<file path="config.mk">
export PLATFORM = sky130hd
export DESIGN_NAME = gpr_port
export DESIGN_NICKNAME = d
export VERILOG_FILES = /design/src/hdl/gpr_pkg.sv /design/src/hdl/gpr_lock_seq.sv /design/src/hdl/gpr_pin_ctrl.sv /design/src/hdl/gpr_port.sv
export VERILOG_INCLUDE_DIRS = /design/src /design/src/hdl
export SDC_FILE = /design/constraint.sdc
export NUM_CORES = 1
export LEC_CHECK = 0
export CAP_MARGIN = 20
export CELL_PAD_IN_SITES_DETAIL_PLACEMENT = 0
export CELL_PAD_IN_SITES_GLOBAL_PLACEMENT = 1
export CORE_ASPECT_RATIO = 0.8
export CORE_UTILIZATION = 47
export DETAILED_ROUTE_END_ITERATION = 7
export DONT_BUFFER_PORTS = 1
export GPL_TIMING_DRIVEN = 0
export PLACE_DENSITY_LB_ADDON = 0.1
export SLEW_MARGIN = 20
export SYNTH_ARGS = -nofsm -noshare
export SYNTH_HDL_FRONTEND = slang
export SYNTH_SLANG_ARGS = --single-unit
</file>
<file path="constraint.sdc">
create_clock -name mclk -period 2.6 [get_ports mclk]
set_input_delay 0.26 -clock mclk [delete_from_list [all_inputs] [get_ports mclk]]
set_output_delay 0.26 -clock mclk [all_outputs]
set_load 0.02 [all_outputs]
</file>
<file path="src/hdl/gpr_regs.svh">
// addresses, field positions, reset values and codes of the gpio port registers
// Behaviour
// software uses full 32-bit word accesses
// four-bit nibble per pin, direction low
// direction 0 input, 1 output
// input codes analog, floating, pulled, reserved
// output codes push-pull, open-drain, alternate push-pull
// configuration resets to its default value
// input levels in low byte, read-only
// output latch drives pins, resets zero
// pulled input: latch bit picks pull direction
// set/clear register, set wins on collision
// clear-only register clears latch bits
// software writes key 1, 0, 1
// faulty key sequence never engages lock
// pin lock bits frozen once engaged
// locked pins ignore configuration writes
// ports spaced 0x400 apart from first base
// pin levels sampled every clock
// analog pins read level zero
// alternate output driven by peripheral line
// key sequence errors return to idle
// strobe writes act at once, write-only reads zero
`ifndef GPR_REGS_SVH
`define GPR_REGS_SVH

`define GPR_PIN_COUNT 8
`define GPR_NIB_W 4

// register byte addresses of the first port
`define GPR_CFG_ADDR 32'h40010800
`define GPR_LEVEL_ADDR 32'h40010808
`define GPR_LATCH_ADDR 32'h4001080C
`define GPR_SETCLR_ADDR 32'h40010810
`define GPR_CLRONLY_ADDR 32'h40010814
`define GPR_LOCK_ADDR 32'h40010818
`define GPR_PORT_STRIDE 32'h00000400

// reset values
`define GPR_CFG_RESET 32'h04444444
`define GPR_LATCH_RESET 8'h00
`define GPR_PINLOCK_RESET 8'h00

// field positions
`define GPR_DIR_BIT 0
`define GPR_CFG_LSB 2
`define GPR_SET_LSB 0
`define GPR_CLR_LSB 16
`define GPR_KEY_BIT 16
`define GPR_CFG_WMASK 32'hDDDDDDDD

// pin configuration field codes
`define GPR_CFG_ANALOG 2'h0
`define GPR_CFG_FLOAT 2'h1
`define GPR_CFG_PULL 2'h2
`define GPR_CFG_PUSHPULL 2'h0
`define GPR_CFG_OPENDRAIN 2'h1
`define GPR_CFG_ALTPP 2'h2
`define GPR_CFG_ALTOD 2'h3

`endif

</file>
<file path="src/hdl/gpr_pkg.sv">
// types and shared decode functions of the gpio port
`include "gpr_regs.svh"
package gpr_pkg;

  // lock key sequence steps, one-hot
  typedef enum logic [3:0] {
    LK_IDLE = 4'h1,
    LK_ONE = 4'h2,
    LK_ZERO = 4'h4,
    LK_LOCKED = 4'h8
  } gpr_lock_state_t;

  typedef logic [`GPR_NIB_W-1:0] gpr_nibble_t;

  // nibble of one pin out of the configuration word
  function automatic gpr_nibble_t gpr_nibble(input logic [31:0] cfg, input int idx);
    gpr_nibble_t n;
    n = cfg[idx*`GPR_NIB_W +: `GPR_NIB_W];
    return n;
  endfunction

  // widen per-pin flags to whole nibbles
  function automatic logic [31:0] gpr_lock_mask(input logic [7:0] pins);
    logic [31:0] m;
    m = 32'h00000000;
    for (int i = 0; i < `GPR_PIN_COUNT; i++) begin
      m[i*`GPR_NIB_W +: `GPR_NIB_W] = {`GPR_NIB_W{pins[i]}};
    end
    return m;
  endfunction

  // address match for one register of this port instance
  function automatic logic gpr_hit(input logic [31:0] addr, input logic [31:0] regAddr,
                                   input logic [31:0] portOfs);
    return addr == (regAddr + portOfs);
  endfunction

endpackage

</file>
<file path="src/hdl/gpr_lock_seq.sv">
// lock key sequence and per-pin lock bits
`timescale 1ns/1ps
module gpr_lock_seq
  import gpr_pkg::*;
(
  input wire logic mclk,
  input wire logic reset,
  input wire logic lockWrite,
  input wire logic wrKey,
  input wire logic [7:0] wrPins,
  output logic [7:0] pinLock,
  output logic lockActive
);

  gpr_lock_state_t state_reg;
  gpr_lock_state_t state_next;
  logic [7:0] pinLock_reg;
  logic samePins;

  assign samePins = (wrPins == pinLock_reg);
  assign pinLock = pinLock_reg;
  assign lockActive = (state_reg == LK_LOCKED);

  // next step of the key sequence
  always_comb begin
    state_next = state_reg;
    case (state_reg)
      LK_IDLE: begin
        if (lockWrite && wrKey) begin
          state_next = LK_ONE;
        end
      end
      LK_ONE: begin
        if (lockWrite) begin
          state_next = (!wrKey && samePins) ? LK_ZERO : LK_IDLE;
        end
      end
      LK_ZERO: begin
        if (lockWrite) begin
          state_next = (wrKey && samePins) ? LK_LOCKED : LK_IDLE;
        end
      end
      LK_LOCKED: begin
        state_next = LK_LOCKED;
      end
      default: begin
        state_next = LK_IDLE;
      end
    endcase
  end

  // sequence state, released only by reset
  always_ff @(posedge mclk) begin
    if (reset) begin
      state_reg <= LK_IDLE;
    end else begin
      state_reg <= state_next;
    end
  end

  // pin lock bits writable until engaged
  always_ff @(posedge mclk) begin
    if (reset) begin
      pinLock_reg <= `GPR_PINLOCK_RESET;
    end else if (lockWrite && !lockActive) begin
      pinLock_reg <= wrPins;
    end
  end

endmodule

</file>
<file path="src/hdl/gpr_pin_ctrl.sv">
// per-pin driver, pull and analog control from configuration and latch
`timescale 1ns/1ps
module gpr_pin_ctrl
  import gpr_pkg::*;
(
  input wire logic mclk,
  input wire logic reset,
  input wire logic [31:0] cfg,
  input wire logic [7:0] latch,
  input wire logic [7:0] altOut,
  output logic [7:0] pinOut,
  output logic [7:0] pinOutEnN,
  output logic [7:0] pullUpEn,
  output logic [7:0] pullDownEn,
  output logic [7:0] analogSel
);

  // registered pin controls, one pass per pin
  always_ff @(posedge mclk) begin
    if (reset) begin
      pinOut <= 8'h00;
      pinOutEnN <= 8'hFF;
      pullUpEn <= 8'h00;
      pullDownEn <= 8'h00;
      analogSel <= 8'h00;
    end else begin
      for (int i = 0; i < `GPR_PIN_COUNT; i++) begin
        pinOut[i] <= 1'b0;
        pinOutEnN[i] <= 1'b1;
        pullUpEn[i] <= 1'b0;
        pullDownEn[i] <= 1'b0;
        analogSel[i] <= 1'b0;
        if (!cfg[i*`GPR_NIB_W + `GPR_DIR_BIT]) begin
          case (cfg[i*`GPR_NIB_W + `GPR_CFG_LSB +: 2])
            `GPR_CFG_ANALOG: analogSel[i] <= 1'b1;
            `GPR_CFG_PULL: begin
              pullUpEn[i] <= latch[i];
              pullDownEn[i] <= ~latch[i];
            end
            default: analogSel[i] <= 1'b0;
          endcase
        end else begin
          case (cfg[i*`GPR_NIB_W + `GPR_CFG_LSB +: 2])
            `GPR_CFG_PUSHPULL: begin
              pinOut[i] <= latch[i];
              pinOutEnN[i] <= 1'b0;
            end
            `GPR_CFG_OPENDRAIN: begin
              pinOutEnN[i] <= latch[i];
            end
            `GPR_CFG_ALTPP: begin
              pinOut[i] <= altOut[i];
              pinOutEnN[i] <= 1'b0;
            end
            default: begin
              pinOutEnN[i] <= altOut[i];
            end
          endcase
        end
      end
    end
  end

endmodule

</file>
<file path="src/hdl/gpr_port.sv">
// gpio port register file with lock, top level
//
// The strobed register port is this design's own decision.
`timescale 1ns/1ps
module gpr_port
  import gpr_pkg::*;
#(
  parameter int PORT_INDEX = 0
) (
  input wire logic mclk,
  input wire logic reset,
  input wire logic [31:0] busAddr,
  input wire logic [31:0] busWData,
  input wire logic busWrite,
  input wire logic busRead,
  output logic [31:0] busRData,
  input wire logic [7:0] pinIn,
  input wire logic [7:0] altOut,
  output logic [7:0] pinOut,
  output logic [7:0] pinOutEnN,
  output logic [7:0] pullUpEn,
  output logic [7:0] pullDownEn,
  output logic [7:0] analogSel,
  output logic lockEngaged
);

  // instance offset from the first port base
  localparam logic [31:0] PORT_OFS = 32'(PORT_INDEX) * `GPR_PORT_STRIDE;

  logic hitCfg;
  logic hitLevel;
  logic hitLatch;
  logic hitSetClr;
  logic hitClrOnly;
  logic hitLock;
  logic [31:0] cfg_reg;
  logic [31:0] cfg_next;
  logic [7:0] latch_reg;
  logic [7:0] latch_next;
  logic [7:0] level_reg;
  logic [7:0] analogMask;
  logic [31:0] rdata_reg;
  logic [31:0] rdata_next;
  logic [7:0] pinLock;
  logic lockActive;
  logic [31:0] frozenMask;

  // address decode of this instance
  assign hitCfg = gpr_hit(busAddr, `GPR_CFG_ADDR, PORT_OFS);
  assign hitLevel = gpr_hit(busAddr, `GPR_LEVEL_ADDR, PORT_OFS);
  assign hitLatch = gpr_hit(busAddr, `GPR_LATCH_ADDR, PORT_OFS);
  assign hitSetClr = gpr_hit(busAddr, `GPR_SETCLR_ADDR, PORT_OFS);
  assign hitClrOnly = gpr_hit(busAddr, `GPR_CLRONLY_ADDR, PORT_OFS);
  assign hitLock = gpr_hit(busAddr, `GPR_LOCK_ADDR, PORT_OFS);

  // nibbles that writes may no longer touch
  assign frozenMask = lockActive ? gpr_lock_mask(pinLock) : 32'h00000000;
  assign lockEngaged = lockActive;
  assign busRData = rdata_reg;

  // lock key sequence
  gpr_lock_seq lockSeq (
    .mclk(mclk),
    .reset(reset),
    .lockWrite(busWrite && hitLock),
    .wrKey(busWData[`GPR_KEY_BIT]),
    .wrPins(busWData[7:0]),
    .pinLock(pinLock),
    .lockActive(lockActive)
  );

  // pin drivers
  gpr_pin_ctrl pinCtrl (
    .mclk(mclk),
    .reset(reset),
    .cfg(cfg_reg),
    .latch(latch_reg),
    .altOut(altOut),
    .pinOut(pinOut),
    .pinOutEnN(pinOutEnN),
    .pullUpEn(pullUpEn),
    .pullDownEn(pullDownEn),
    .analogSel(analogSel)
  );

  // configuration write, reserved bits and locked nibbles kept
  always_comb begin
    cfg_next = cfg_reg;
    if (busWrite && hitCfg) begin
      cfg_next = ((busWData & `GPR_CFG_WMASK) & ~frozenMask) | (cfg_reg & frozenMask);
    end
  end

  // configuration register
  always_ff @(posedge mclk) begin
    if (reset) begin
      cfg_reg <= `GPR_CFG_RESET;
    end else begin
      cfg_reg <= cfg_next;
    end
  end

  // output latch: plain write, set/clear, clear-only
  always_comb begin
    latch_next = latch_reg;
    if (busWrite && hitLatch) begin
      latch_next = busWData[7:0];
    end else if (busWrite && hitSetClr) begin
      latch_next = (latch_reg & ~busWData[`GPR_CLR_LSB +: 8]) | busWData[`GPR_SET_LSB +: 8];
    end else if (busWrite && hitClrOnly) begin
      latch_next = latch_reg & ~busWData[7:0];
    end
  end

  // output latch register
  always_ff @(posedge mclk) begin
    if (reset) begin
      latch_reg <= `GPR_LATCH_RESET;
    end else begin
      latch_reg <= latch_next;
    end
  end

  // analog pins masked from the level sample
  always_comb begin
    analogMask = 8'h00;
    for (int i = 0; i < `GPR_PIN_COUNT; i++) begin
      analogMask[i] = !cfg_reg[i*`GPR_NIB_W + `GPR_DIR_BIT] &&
                      (cfg_reg[i*`GPR_NIB_W + `GPR_CFG_LSB +: 2] == `GPR_CFG_ANALOG);
    end
  end

  // pin levels sampled every clock
  always_ff @(posedge mclk) begin
    if (reset) begin
      level_reg <= 8'h00;
    end else begin
      level_reg <= pinIn & ~analogMask;
    end
  end

  // read mux, write-only and unmapped read zero
  always_comb begin
    rdata_next = 32'h00000000;
    if (busRead) begin
      if (hitCfg) begin
        rdata_next = cfg_reg;
      end else if (hitLevel) begin
        rdata_next = {24'h000000, level_reg};
      end else if (hitLatch) begin
        rdata_next = {24'h000000, latch_reg};
      end else if (hitLock) begin
        rdata_next = {15'h0000, lockActive, 8'h00, pinLock};
      end else begin
        rdata_next = 32'h00000000;
      end
    end
  end

  // read data valid one cycle after the strobe only
  always_ff @(posedge mclk) begin
    if (reset) begin
      rdata_reg <= 32'h00000000;
    end else begin
      rdata_reg <= rdata_next;
    end
  end
endmodule

</file>
==> run summary <==
Worst-Margin Slew = 1060 ps
slowest stage delay, CP = 490 ps
clock transition at the registers of the reported paths = 60 ps
Fin Clk Skew = 9.57 ps
crit path cell chain = buf_2, nor4b_4, buf_6, or4_1, buf_4, nand2_1, a2111o_1
routed wire length = 14.9 mm
drt initial violations = 336
diode count = 0
CP required = 2900 ps
status = finished clean
worst skew pair latency = 410 ps
Post-CTS Setup Inserts = 0
hpwl dp = 9.95 mm
Mapped Nets = 601
Initial Util = 0.488
cts bufs inserted = 17
total gr overflow = 0
count of non-filler cells in the finished layout = 716
Post-Place Cells = 661
I/O pin count = 157
vias per std cell = 5.74
peak supply drop = 0.528 mV
max_cap viols = 0
fin worst setup slack = 429 ps
Slew Viols, Final = 0
clock buffer depth = 2
cts hold-fix bufs = 19
Avg WL per Cell = 20.8 microns
endpoint type of the worst setup path = flip-flop
Root Driver = clkbuf_16
CTS resizes = 0
initial antenna violation count = 0
routability cong. = 0.845
final hold vios = 0
Post-synth EDFFs = 0
chip height = 97.5 microns
CTS tree = built
Cell Rows = 34
commonest cells after routing, fill and taps aside = dfxtp_1, nand2_1, nor2_1
class of the worst hold path = primary input to flip-flop
Crit-path slowest cell = nor4b_4
Synth Warn # = 0
most common cell after layout, fill and taps aside = dfxtp_1
sequential area share after synthesis = 0.494
area share of the largest cell type after synthesis = 0.494
Mapped Cells = 517
H-tree level count = 4
Setup Viol. Count Final = 0
worst path arrival time = 2470 ps
Vias = 4107
Core ar. = 0.0110 sq mm
first-pass GRT wire length = 22.6 mm
Tot Pwr = 4.83 mW
asr flop ratio synth = 0
hold depth = 2
R2R cell count = 7
synth unique cells = 54
Layout area overhead = 20.0%
sum of negative setup slack = 0 ps
layout cell share with drive strength beyond 1 = 0.129
Num Clock Sinks = 132
period utilisation layout = 0.835
# DRC = 0
crit-path max FO = 10
vias in the first global route = 3934
Hold Slack = 8.75 ps
DRT Pass-1 Iters = 5
Mapped Area = 0.00535 sq mm
RSZ-0062 raised after global routing = false
pre-CTS WS = 296 ps
PwrDens = 752 mW/mm^2
Avg Inst Size Synth = 10.4 sq um
Synth Register Bits = 132
min cycle time layout = 2170 ps
Setup Crit Path Kind = flip-flop to flip-flop
Die Area = 0.0118 sq mm
gr usage total = 0.258
Layout Nets = 643
Die Wd = 121 microns
crit start category = flip-flop
Slew HR = 0.286
port bufs = 0
# fillers = 944
Synth area leaders = dfxtp_1, mux2i_1, a2111oi_4
pin count of the biggest net entering global routing = 17
post-synth top area cell = dfxtp_1
prevailing post-synth register cell = dfxtp_1
Max Clock Freq = 461 MHz
Leak = 2.35 nW
Final ANT Viol Nets = 0
==> worst paths after layout <==
path / to / start / slack, ps
max: lockSeq.state_reg[0] / lockSeq.state_reg[0] / 430
min: flip-flop / busWData[27] / 9
max reg2reg: lockSeq.state_reg[0] / lockSeq.state_reg[0] / 430
min reg2reg: busRData[25] / cfg_reg[25] / 440
==> where the power goes <==
part | total, mW | internal, mW | leakage, nW | switching, mW
clock | 2.65 | 1.76 | 0.317 | 0.897
combinational | 0.145 | 0.0616 | 0.963 | 0.0836
sequential | 2.03 | 2.03 | 1.07 | 0.00343
==> critical path: cells and delay by family, from the launching register on <==
kind	cells	cell delay (ps)
buffers and inverters	3	680
DFF	1	290
AOI/OAI and AO/OA	1	360
and+or+nand+nor	3	720
==> cell type report <==
class	instances	area [sq um]	share of cell area
tap	144	180	0.0281
timing repair buffer	23	230	0.0359
clock inverter	12	201	0.0314
clock buffer	20	457	0.0711
sequential	132	2640	0.412
inverter	1	3.75	0.000585
multi-input combinational	357	2560	0.398
buffer	27	149	0.0232
==> synth_stat cells, types with 2 or more instances <==
cell type / number
dfxtp_1: 132
nand2_1: 43
nor2_1: 43
mux2i_1: 32
and2_1: 23
nor3_1: 23
a21oi_1: 19
nor3b_1: 19
nand2b_1: 15
clkbuf_1: 14
a22o_1: 11
nand3b_1: 11
and3_1: 10
o21ai_0: 10
mux2_2: 9
nor2b_1: 9
nor4_1: 8
a2111oi_4: 6
a21o_1: 6
nor4b_1: 6
buf_6: 5
a211o_1: 4
xnor2_1: 4
xor2_1: 4
buf_2: 3
nand3_1: 3
nand4_1: 3
nor4_2: 3
nor4_4: 3
nor4b_4: 3
nor4bb_1: 3
a211oi_1: 2
a32oi_1: 2
and3b_1: 2
buf_1: 2
clkbuf_2: 2
o21ai_1: 2
or3_1: 2
==> metal layers <==
| metal | vias to the layer above | wire length, microns | global-route usage |
|---|---|---|---|
| met4 | 0 | 312 | 0.0959 |
| met1 | 1962 | 6660 | 0.357 |
| met2 | 185 | 6820 | 0.385 |
| li1 | 1934 | - | - |
| met5 | - | 0 | 0 |
| met3 | 26 | 1130 | 0.0628 |
==> metrics by stage <==
stage | util | cell area [sq um]
CTS | 0.581 | 6380
detailed placement | 0.504 | 5530
floorplan | - | 5350
global route | 0.585 | 6420
global placement | 0.504 | 5530
finish | 0.585 | 6420
==> cells by family (layout without fill, tap and decap cells) <==
family | after synthesis | in the layout | share of synthesized area
flip-flops | 132 | 132 | 0.494
multiplexers | 41 | 41 | 0.0788
AO/OA/AOI/OAI | 66 | 66 | 0.107
XOR/XNOR | 8 | 8 | 0.0131
buffers and inverters | 28 | 83 | 0.0285
AND/OR/NAND/NOR | 242 | 242 | 0.279
Power figures use the tool's default switching activity.
